### src/pkg/fdpo_params.svh
// constants for the frequency discriminator and parallel output block
`ifndef FDPO_PARAMS_SVH
`define FDPO_PARAMS_SVH
// discriminator configuration word fields
`define FDPO_CFG_DELAY_LSB   0
`define FDPO_CFG_DELAY_MSB   2
`define FDPO_CFG_TAPS_LSB    3
`define FDPO_CFG_TAPS_MSB    8
`define FDPO_CFG_ASYM_BIT    9
`define FDPO_CFG_ODD_BIT     10
`define FDPO_CFG_DECIM_LSB   11
`define FDPO_CFG_DECIM_MSB   13
`define FDPO_CFG_ENABLE_BIT  14
`define FDPO_CFG_PMUL_LSB    15
`define FDPO_CFG_PMUL_MSB    16
`define FDPO_CFG_RESET       32'h0000_0000
// datapath option word fields
`define FDPO_OPT_QZERO_BIT   14
`define FDPO_OPT_FSEL_LSB    18
`define FDPO_OPT_FSEL_MSB    19
// output format word fields
`define FDPO_FMT_BSEL_LSB    20
`define FDPO_FMT_BSEL_MSB    21
`define FDPO_FMT_ASEL_LSB    22
`define FDPO_FMT_ASEL_MSB    23
`define FDPO_FMT_MODE_BIT    25
// fir sizes
`define FDPO_MAX_TAPS_SYM    63
`define FDPO_MAX_TAPS_ASYM   32
`define FDPO_MAX_DELAY       8
`define FDPO_ACC_W           40
`define FDPO_ROUND_BIT       17
`define FDPO_ROUND_ADD       40'h00_0002_0000
`define FDPO_OUT_LSB         18
`endif

### src/pkg/fdpo_pkg.sv
// types for the frequency discriminator and parallel output block
package fdpo_pkg;
    typedef enum logic [1:0] {
        FDPO_SRC_PHASE = 2'b00,
        FDPO_SRC_MAG   = 2'b01,
        FDPO_SRC_RSI   = 2'b10,
        FDPO_SRC_RSI2  = 2'b11
    } fdpo_fsel_t;

    // parallel word source codes
    typedef enum logic [1:0] {
        FDPO_A_I    = 2'b00,
        FDPO_A_MAG  = 2'b01,
        FDPO_A_FREQ = 2'b10
    } fdpo_asel_t;

    typedef enum logic [1:0] {
        FDPO_B_Q   = 2'b00,
        FDPO_B_PH  = 2'b01,
        FDPO_B_MAG = 2'b10
    } fdpo_bsel_t;

    typedef enum logic [1:0] {
        FDPO_ST_IDLE = 2'b00,
        FDPO_ST_MAC  = 2'b01,
        FDPO_ST_OUT  = 2'b10
    } fdpo_fir_st_t;

    typedef struct packed {
        logic [17:0] i;
        logic [17:0] q;
        logic        strobe;
    } fdpo_iq_t;

    typedef struct packed {
        logic [17:0] mag;
        logic [17:0] phase;
        logic        strobe;
    } fdpo_polar_t;

    typedef struct packed {
        logic [15:0] word_a;
        logic [15:0] word_b;
        logic        strobe;
    } fdpo_par_t;
endpackage

### src/verilog/fdpo_fir.sv
// decimating fir filter for the discriminator path
`timescale 1ns/100ps
`default_nettype none
`include "fdpo_params.svh"
module fdpo_fir (
    input  wire logic         sys_clk_in,
    input  wire logic         rst_n_in,
    input  wire logic         ce_in,
    input  wire logic         sample_valid_in,
    input  wire logic [17:0]  sample_in,
    input  wire logic [5:0]   taps_in,
    input  wire logic         asym_in,
    input  wire logic         odd_sym_in,
    input  wire logic [2:0]   decim_in,
    input  wire logic         coef_we_in,
    input  wire logic [5:0]   coef_addr_in,
    input  wire logic [17:0]  coef_in,
    output logic              out_valid_out,
    output logic [15:0]       out_data_out
);
    import fdpo_pkg::*;

    logic [17:0] coef_mem [0:`FDPO_MAX_TAPS_SYM-1];
    logic [17:0] line_mem [0:`FDPO_MAX_TAPS_SYM-1];

    typedef struct packed {
        fdpo_fir_st_t             st;
        logic [5:0]               idx;
        logic [2:0]               dcnt;
        logic [`FDPO_ACC_W-1:0]   acc;
        logic                     valid;
        logic [15:0]              data;
    } fdpo_fir_state_t;

    fdpo_fir_state_t r;
    fdpo_fir_state_t next_r;
    logic [5:0]  ntaps;
    logic [5:0]  half;
    logic [18:0] pre;
    logic [`FDPO_ACC_W-1:0] prod;

    // clamp tap count to the structure's ceiling
    always_comb begin
        if (asym_in) begin
            ntaps = (taps_in > 6'(`FDPO_MAX_TAPS_ASYM)) ? 6'(`FDPO_MAX_TAPS_ASYM) : taps_in;
        end else begin
            ntaps = (taps_in > 6'(`FDPO_MAX_TAPS_SYM)) ? 6'(`FDPO_MAX_TAPS_SYM) : taps_in;
        end
        // widen first: 63 taps plus one must not wrap to zero
        half = 6'((7'(ntaps) + 7'h01) >> 1);
    end

    // symmetric fold: pair tap k with ntaps-1-k; odd symmetry subtracts
    always_comb begin
        logic [5:0]  mirror;
        logic        centre;
        mirror = 6'(ntaps - 6'h01 - r.idx);
        centre = (mirror == r.idx);
        if (asym_in || centre) begin
            pre = {line_mem[r.idx][17], line_mem[r.idx]};
        end else if (odd_sym_in) begin
            pre = 19'({line_mem[r.idx][17], line_mem[r.idx]} - {line_mem[mirror][17], line_mem[mirror]});
        end else begin
            pre = 19'({line_mem[r.idx][17], line_mem[r.idx]} + {line_mem[mirror][17], line_mem[mirror]});
        end
        prod = `FDPO_ACC_W'($signed(pre) * $signed(coef_mem[r.idx]));
    end

    always_comb begin
        logic [`FDPO_ACC_W-1:0] rnd;
        rnd = '0;
        next_r = r;
        next_r.valid = 1'b0;
        unique case (r.st)
            FDPO_ST_IDLE: begin
                if (sample_valid_in) begin
                    // decimation: only every (decim+1)th input starts a sum
                    if (r.dcnt >= decim_in) begin
                        next_r.dcnt = 3'h0;
                        next_r.st = FDPO_ST_MAC;
                        next_r.idx = 6'h00;
                        next_r.acc = '0;
                    end else begin
                        next_r.dcnt = 3'(r.dcnt + 3'h1);
                    end
                end
            end
            FDPO_ST_MAC: begin
                next_r.acc = `FDPO_ACC_W'(r.acc + prod);
                next_r.idx = 6'(r.idx + 6'h01);
                if (6'(r.idx + 6'h01) >= (asym_in ? ntaps : half)) begin
                    next_r.st = FDPO_ST_OUT;
                end
            end
            FDPO_ST_OUT: begin
                // asymmetric round: add half lsb, truncate
                rnd = `FDPO_ACC_W'(r.acc + `FDPO_ROUND_ADD);
                next_r.data = rnd[`FDPO_OUT_LSB+15:`FDPO_OUT_LSB];
                next_r.valid = 1'b1;
                next_r.st = FDPO_ST_IDLE;
            end
            default: next_r.st = FDPO_ST_IDLE;
        endcase
    end

    always_ff @(posedge sys_clk_in) begin
        if (!rst_n_in) begin
            r <= '{st: FDPO_ST_IDLE, default: '0};
        end else if (ce_in) begin
            r <= next_r;
        end
    end

    // delay line and coefficient store, no reset needed for data
    always_ff @(posedge sys_clk_in) begin
        if (ce_in) begin
            if (sample_valid_in) begin
                line_mem[0] <= sample_in;
                for (int k = 1; k < `FDPO_MAX_TAPS_SYM; k++) begin
                    line_mem[k] <= line_mem[k-1];
                end
            end
            if (coef_we_in && coef_addr_in < 6'(`FDPO_MAX_TAPS_SYM)) begin
                coef_mem[coef_addr_in] <= coef_in;
            end
        end
    end

    assign out_valid_out = r.valid;
    assign out_data_out  = r.data;
endmodule
`default_nettype wire

### src/verilog/fdpo_top.sv
// frequency discriminator with parallel direct output port
`timescale 1ns/100ps
`default_nettype none
`include "fdpo_params.svh"
module fdpo_top (
    input  wire logic                 sys_clk_in,
    input  wire logic                 rst_n_in,
    input  wire logic                 ce_in,
    input  wire logic                 cfg_we_in,
    input  wire logic [31:0]          cfg_in,
    input  wire logic [31:0]          path_option_in,
    input  wire logic [31:0]          out_format_in,
    input  wire logic                 resampler_enable_in,
    input  wire logic                 agc_ready_in,
    input  wire logic                 resampler_ready_in,
    input  wire fdpo_pkg::fdpo_iq_t   agc_iq_in,
    input  wire fdpo_pkg::fdpo_iq_t   resampler_iq_in,
    input  wire fdpo_pkg::fdpo_polar_t converter_in,
    input  wire logic                 coef_we_in,
    input  wire logic [5:0]           coef_addr_in,
    input  wire logic [17:0]          coef_in,
    output logic [31:0]               cfg_out,
    output fdpo_pkg::fdpo_iq_t        converter_iq_out,
    output logic [15:0]               parallel_word_a_out,
    output logic [15:0]               parallel_word_b_out,
    output logic                      output_word_strobe_out
);
    import fdpo_pkg::*;

    // ---------------------------------------------------------------
    // state
    // ---------------------------------------------------------------
    typedef struct packed {
        logic [31:0]       cfg;
        logic [`FDPO_MAX_DELAY-1:0][17:0] hist;
        fdpo_iq_t          conv_iq;
        fdpo_iq_t          sym_iq;
        logic [17:0]       fir_in;
        logic              fir_in_valid;
        fdpo_par_t         par;
        logic [15:0]       freq;
        logic              freq_new;
    } fdpo_state_t;

    fdpo_state_t r;
    fdpo_state_t next_r;

    // ---------------------------------------------------------------
    // config decode
    // ---------------------------------------------------------------
    logic [2:0]  cfg_delay;
    logic [5:0]  cfg_taps;
    logic        cfg_asym;
    logic        cfg_odd;
    logic [2:0]  cfg_decim;
    logic        cfg_enable;
    logic [1:0]  cfg_pmul;
    fdpo_fsel_t  fir_sel;
    logic        q_zero;
    fdpo_asel_t  a_sel;
    fdpo_bsel_t  b_sel;
    logic        par_mode;

    assign cfg_delay  = r.cfg[`FDPO_CFG_DELAY_MSB:`FDPO_CFG_DELAY_LSB];
    assign cfg_taps   = r.cfg[`FDPO_CFG_TAPS_MSB:`FDPO_CFG_TAPS_LSB];
    assign cfg_asym   = r.cfg[`FDPO_CFG_ASYM_BIT];
    assign cfg_odd    = r.cfg[`FDPO_CFG_ODD_BIT];
    assign cfg_decim  = r.cfg[`FDPO_CFG_DECIM_MSB:`FDPO_CFG_DECIM_LSB];
    assign cfg_enable = r.cfg[`FDPO_CFG_ENABLE_BIT];
    assign cfg_pmul   = r.cfg[`FDPO_CFG_PMUL_MSB:`FDPO_CFG_PMUL_LSB];
    assign fir_sel    = fdpo_fsel_t'(path_option_in[`FDPO_OPT_FSEL_MSB:`FDPO_OPT_FSEL_LSB]);
    assign q_zero     = path_option_in[`FDPO_OPT_QZERO_BIT];
    assign a_sel      = fdpo_asel_t'(out_format_in[`FDPO_FMT_ASEL_MSB:`FDPO_FMT_ASEL_LSB]);
    assign b_sel      = fdpo_bsel_t'(out_format_in[`FDPO_FMT_BSEL_MSB:`FDPO_FMT_BSEL_LSB]);
    assign par_mode   = ~out_format_in[`FDPO_FMT_MODE_BIT];

    // ---------------------------------------------------------------
    // helpers
    // ---------------------------------------------------------------
    // shift left wraps naturally in the 18-bit turn
    function automatic logic [17:0] phase_mul(input logic [17:0] ph, input logic [1:0] code);
        phase_mul = 18'(ph << code);
    endfunction

    // D field: code 0 stands for 8, codes 1..7 are direct
    function automatic logic [3:0] comb_depth(input logic [2:0] code);
        comb_depth = (code == 3'h0) ? 4'(`FDPO_MAX_DELAY) : {1'b0, code};
    endfunction

    // ---------------------------------------------------------------
    // fir input and converter feed
    // ---------------------------------------------------------------
    logic        fir_valid;
    logic [15:0] fir_data;
    logic [17:0] cur_phase;
    logic [17:0] old_phase;
    logic [3:0]  depth;

    always_comb begin
        cur_phase = phase_mul(converter_in.phase, cfg_pmul);
        depth     = comb_depth(cfg_delay);
        old_phase = r.hist[3'(depth - 4'h1)];
    end

    always_comb begin
        logic conv_load;
        // converter loads from agc or resampler depending on bypass
        conv_load = resampler_enable_in ? resampler_ready_in : agc_ready_in;
        next_r = r;
        next_r.fir_in_valid = 1'b0;
        next_r.freq_new = 1'b0;
        next_r.par.strobe = 1'b0;
        next_r.conv_iq.strobe = 1'b0;

        if (cfg_we_in) begin
            next_r.cfg = cfg_in;
        end

        if (conv_load) begin
            next_r.conv_iq = resampler_enable_in ? resampler_iq_in : agc_iq_in;
            if (q_zero) begin
                next_r.conv_iq.q = 18'h0_0000;
            end
            next_r.conv_iq.strobe = 1'b1;
            // I/Q held for output, so polar results trail by one sample
            next_r.sym_iq = next_r.conv_iq;
        end

        if (cfg_enable) begin
            unique case (fir_sel)
                FDPO_SRC_PHASE: begin
                    if (converter_in.strobe) begin
                        next_r.fir_in = 18'(cur_phase - old_phase);
                        next_r.fir_in_valid = 1'b1;
                        next_r.hist[0] = cur_phase;
                        for (int k = 1; k < `FDPO_MAX_DELAY; k++) begin
                            next_r.hist[k] = r.hist[k-1];
                        end
                    end
                end
                FDPO_SRC_MAG: begin
                    if (converter_in.strobe) begin
                        next_r.fir_in = converter_in.mag;
                        next_r.fir_in_valid = 1'b1;
                    end
                end
                FDPO_SRC_RSI, FDPO_SRC_RSI2: begin
                    if (resampler_ready_in) begin
                        next_r.fir_in = resampler_iq_in.i;
                        next_r.fir_in_valid = 1'b1;
                    end
                end
            endcase
        end

        if (fir_valid) begin
            next_r.freq = fir_data;
            next_r.freq_new = 1'b1;
        end

        // -----------------------------------------------------------
        // parallel output formatter
        // -----------------------------------------------------------
        if (par_mode) begin
            unique case (a_sel)
                FDPO_A_I: begin
                    if (r.sym_iq.strobe) begin
                        next_r.par.word_a = r.sym_iq.i[17:2];
                        next_r.par.strobe = 1'b1;
                    end
                end
                FDPO_A_MAG: begin
                    if (converter_in.strobe) begin
                        next_r.par.word_a = converter_in.mag[17:2];
                        next_r.par.strobe = 1'b1;
                    end
                end
                FDPO_A_FREQ: begin
                    if (r.freq_new) begin
                        next_r.par.word_a = r.freq;
                        next_r.par.strobe = 1'b1;
                    end
                end
                default: next_r.par.word_a = r.par.word_a;
            endcase
            unique case (b_sel)
                FDPO_B_Q: begin
                    if (r.sym_iq.strobe) begin
                        next_r.par.word_b = r.sym_iq.q[17:2];
                    end
                end
                FDPO_B_PH: begin
                    if (converter_in.strobe) begin
                        next_r.par.word_b = converter_in.phase[17:2];
                    end
                end
                FDPO_B_MAG: begin
                    if (converter_in.strobe) begin
                        next_r.par.word_b = converter_in.mag[17:2];
                    end
                end
                default: next_r.par.word_b = r.par.word_b;
            endcase
        end
        // symbol strobe lasts one cycle only
        if (!conv_load) begin
            next_r.sym_iq.strobe = 1'b0;
        end
    end

    // ---------------------------------------------------------------
    // discriminator fir
    // ---------------------------------------------------------------
    fdpo_fir u_fir (
        .sys_clk_in      (sys_clk_in),
        .rst_n_in        (rst_n_in),
        .ce_in           (ce_in),
        .sample_valid_in (r.fir_in_valid),
        .sample_in       (r.fir_in),
        .taps_in         (cfg_taps),
        .asym_in         (cfg_asym),
        .odd_sym_in      (cfg_odd),
        .decim_in        (cfg_decim),
        .coef_we_in      (coef_we_in),
        .coef_addr_in    (coef_addr_in),
        .coef_in         (coef_in),
        .out_valid_out   (fir_valid),
        .out_data_out    (fir_data)
    );

    // ---------------------------------------------------------------
    // registers
    // ---------------------------------------------------------------
    always_ff @(posedge sys_clk_in) begin
        if (!rst_n_in) begin
            r <= '0;
            r.cfg <= `FDPO_CFG_RESET;
        end else if (ce_in) begin
            r <= next_r;
        end
    end

    assign cfg_out                = r.cfg;
    assign converter_iq_out       = r.conv_iq;
    assign parallel_word_a_out    = r.par.word_a;
    assign parallel_word_b_out    = r.par.word_b;
    assign output_word_strobe_out = r.par.strobe;
endmodule
`default_nettype wire
### config.mk
export PLATFORM = sky130hd
export DESIGN_NAME = fdpo_top
export DESIGN_NICKNAME = d
export VERILOG_FILES = /design/src/pkg/fdpo_pkg.sv /design/src/verilog/fdpo_fir.sv /design/src/verilog/fdpo_top.sv
export VERILOG_INCLUDE_DIRS = /design/src /design/src/pkg
export SDC_FILE = /design/constraint.sdc
export NUM_CORES = 2
export LEC_CHECK = 0
export ABC_AREA = 1
export ABC_CLOCK_PERIOD_IN_PS = 32800
export BUFFER_PORTS_ARGS = -buffer_cell sky130_fd_sc_hd__buf_2
export CAP_MARGIN = 40
export CORE_ASPECT_RATIO = 1.75
export CORE_UTILIZATION = 25
export DETAILED_ROUTE_END_ITERATION = 6
export HOLD_SLACK_MARGIN = 0.05
export PLACE_DENSITY_LB_ADDON = 0.08
export SYNTH_ARGS = -nofsm -noshare
export SYNTH_HDL_FRONTEND = slang
export SYNTH_SLANG_ARGS = --single-unit
### constraint.sdc
create_clock -name sys_clk_in -period 32.8 [get_ports sys_clk_in]
set_clock_uncertainty 0.15 [all_clocks]
set_input_delay 1.64 -clock sys_clk_in [delete_from_list [all_inputs] [get_ports sys_clk_in]]
set_output_delay 1.64 -clock sys_clk_in [all_outputs]
set_load 0.005 [all_outputs]
==> key figures <==
Floorplan
  • Width of the die: between 500 and 600 um
  • Die area: 535000 um2
  • Initial core utilization: 0.251
  • Placement Rows: 353
  • Die Y-Extent: just under 1000 um
  • IO Pins: approximately 340
  • Core box area: ~530000 um2

Final layout
  • Sequential cell area: 75100 um2
  • Fillers: 55500
  • Multi-input logic area: between 40000 and 50000 um2
  • Share of post-route cells with drive strength above 1: 0.0882
  • Syn-to-layout area delta: 13.7%
  • Final #Nets: 14200

Flow run
  • Max Cap Viol: 0

Worst setup path
  • WS Path Type: register to register
  • Reg-to-Reg End: u_fir.r[50]$_SDFFE_PN0P_
  • RR Startpoint: cfg_out[9]$_SDFFE_PN0P_
  • CP required: 33.47 ns
  • Critical path origin: cfg_out[9]$_SDFFE_PN0P_
  • CP peak stage delay: ~0.78 ns
  • Crit-path most repeated cell: nand2_1
  • Cell family with most CP delay: buffers and inverters
  • Worst path depth: about 70
  • R2R Setup Slk: approximately 15 ns
  • CP max stage cell: buf_4
  • CP Capture Point: u_fir.r[50]$_SDFFE_PN0P_
  • CP arrival: approximately 18 ns
  • Nature of the critical path endpoint: register
  • Crit path max fanout: between 90 and 100
  • Kind of start point of the critical path: register
  • Buf+Inv Stages, Crit Path: 20
  • Register-to-Register Path Depth: 71

Timing
  • Slew headroom: 0.334
  • Crit path time final: approximately 17 ns
  • Fmax: roughly 58 MHz
  • Setup_tns: 0 ns
  • Setup violations, final: 0
  • Tightest Pin Transition: about 1 ns
  • Fin crit share: 0.529
  • Max Slew Vio Count: 0
  • Final Hold Fails: 0
  • RSZ-0062 raised after global routing: no

Route
  • Routed WL: 527000 um
  • Initial DRT Pass Iterations: 6
  • Post-DR wirelength/cell: 25.5 um
  • Total vias in the final route: slightly above 100k
  • Residual DRC: 0
  • ANT nets after route: 0
  • First DRT Iteration DRCs: 6463
  • Average vias per placed instance: a little under 5

Clocking
  • Clock Latency Late Sink: just over 0.9 ns
  • Post-CTS Hold Buffers: 0
  • Number of CTS-inserted buffers: roughly 290
  • H-tree depth: 5
  • Clock Sinks: ~2600
  • Deepest clock path buffer count: 4
  • Post-CTS setup buffer count: 0
  • Worst-path clk slew: roughly 0.060 ns
  • Clk root buf: clkbuf_16
  • CTS tree: yes
  • Post-CTS Resized: 0

Yosys
  • Post-synthesis area per instance: between 9 and 10 um2
  • Number of enable flip-flop cells after synthesis: approximately 2300
  • Async SR Flop Fraction: 0
  • Count leader, synth: edfxtp_1
  • Area share of the largest cell type after synthesis: 0.512
  • Ranking of synthesized cells by area: edfxtp_1, nand2_1, o21ai_0
  • Seq cells post-synth: roughly 2600
  • Area leader, netlist: edfxtp_1
  • Syn Inst Count: 13600
  • Sequential-to-total area share from yosys stat: 0.565
  • Mapped Nets: approximately 14000
  • Top_reg_cell synth: edfxtp_1
  • Yosys warning count: 0
  • Synthesized area: 133000 um2
  • Post-synth top cells: edfxtp_1, nand2_1, nor2_1, o21ai_0, a21oi_1
  • Yosys cell types: 62

Global routing
  • Largest net degree at the start of global routing: 173
  • Vias in the first global route: about 100k
  • Gr usage total: 0.193
  • First-pass GRT wire length: between 700000 and 800000 um
  • Grt ovf: 0
  • Initial antenna violation count: 32

Placement
  • Post-DP HPWL: roughly 340000 um
  • IO buf count: approximately 280
  • GPL Wtd Cong: approximately 0.82

Hold path
  • Hold Path Class: register to register

Outcome
  • Status: completed
## layer usage
layer / part of all wire / GRT usage / vias up
met5: 0.00014 / 0 / -
met4: 0.043 / 0.0763 / 12
met3: 0.033 / 0.0209 / 635
met2: 0.55 / 0.375 / 2010
met1: 0.38 / 0.209 / 50900
li1: - / - / 47100
## sequential cells by signal (all words and copies together), names as in the netlist, 16 cells and up, named ones only
signal               count
parallel_word_b_out     16
u_fir.line_mem        1134
u_fir.coef_mem        1134
r                      216
u_fir.r                 45
u_fir.out_data_out      16
cfg_out                 32
parallel_word_a_out     16
## stage by stage
| step | cells | setup slack [ns] | hold slack [ns] | util | instance area [um2] |
|---|---|---|---|---|---|
| detailed placement | 20100 | 15.09 | 0.271 | 0.269 | 142000 |
| finish | 20700 | 15.44 | 0.277 | 0.286 | 151000 |
| CTS | 20600 | 14.99 | 0.266 | 0.286 | 151000 |
| global placement | 20000 | 14.28 | 0.270 | 0.266 | 141000 |
| global route | 20600 | 14.05 | 0.293 | 0.286 | 151000 |
| floorplan | 13600 | 6.57 | 0.253 | - | 133000 |
## worst min path at each step
stage / start / to / slack, ns / cells past startpoint
after global placement: r[52]$_SDFFE_PN0P_ / u_fir.line_mem[0][1]$_DFFE_PP_ / 0.27 / 0
after detailed placement: r[55]$_SDFFE_PN0P_ / u_fir.line_mem[0][4]$_DFFE_PP_ / 0.27 / 0
after CTS: u_fir.line_mem[56][12]$_DFFE_PP_ / u_fir.line_mem[57][12]$_DFFE_PP_ / 0.27 / 0
final: u_fir.line_mem[56][12]$_DFFE_PP_ / u_fir.line_mem[57][12]$_DFFE_PP_ / 0.28 / 0
after global routing: u_fir.line_mem[56][12]$_DFFE_PP_ / u_fir.line_mem[57][12]$_DFFE_PP_ / 0.29 / 0
after floorplan: r[51]$_SDFFE_PN0P_ / u_fir.line_mem[0][0]$_DFFE_PP_ / 0.25 / 0
## placed cells by master (no fill, tap or decap), types with 39 or more instances in the layout
cell type / netlist / routed
dfxtp_1: 350 / 344
buf_2: 372 / 298
fa_1: 314 / 313
clkinv_1: 21 / 72
nor2_1: 1754 / 1691
a221oi_1: 113 / 113
o211ai_1: 85 / 85
a311oi_1: 68 / 65
inv_1: 863 / 857
xor2_1: 74 / 73
edfxtp_1: 2268 / 2268
ha_1: 195 / 194
clkbuf_16: 0 / 297
buf_4: 179 / 280
a21oi_1: 956 / 955
o22ai_1: 304 / 302
o21ai_0: 1552 / 1543
xnor2_1: 40 / 39
o221ai_1: 62 / 62
nand2_1: 2235 / 2233
a31oi_1: 50 / 50
clkbuf_1: 404 / 65
o21ai_1: 109 / 113
nand3_1: 834 / 833
## cell families (layout without fill, tap and decap cells)
kind of cell,Yosys count,count (layout),share of synthesized area
xor gates and xnor gates,118,118,0.00800
buffers and inverters,1924,2054,0.0646
adders and majority gates,509,509,0.0657
other,0,26,0
AOI/OAI and AO/OA,3466,3466,0.147
DFF,2618,2618,0.565
and+or+nand+nor,4927,4927,0.149
muxes,10,10,0.000763
## layout make-up
cell class,count,area share
clock inverter,130,0.00772
multi-input combinational,9030,0.329
antenna,26,0.000431
inverter,897,0.0229
clock buffer,378,0.0521
timing repair buffer,649,0.0334
tap,6922,0.0573
sequential,2618,0.497
Power is not shown: default switching activity piles up to over one toggle a cycle in this logic, so the estimate is an artifact.
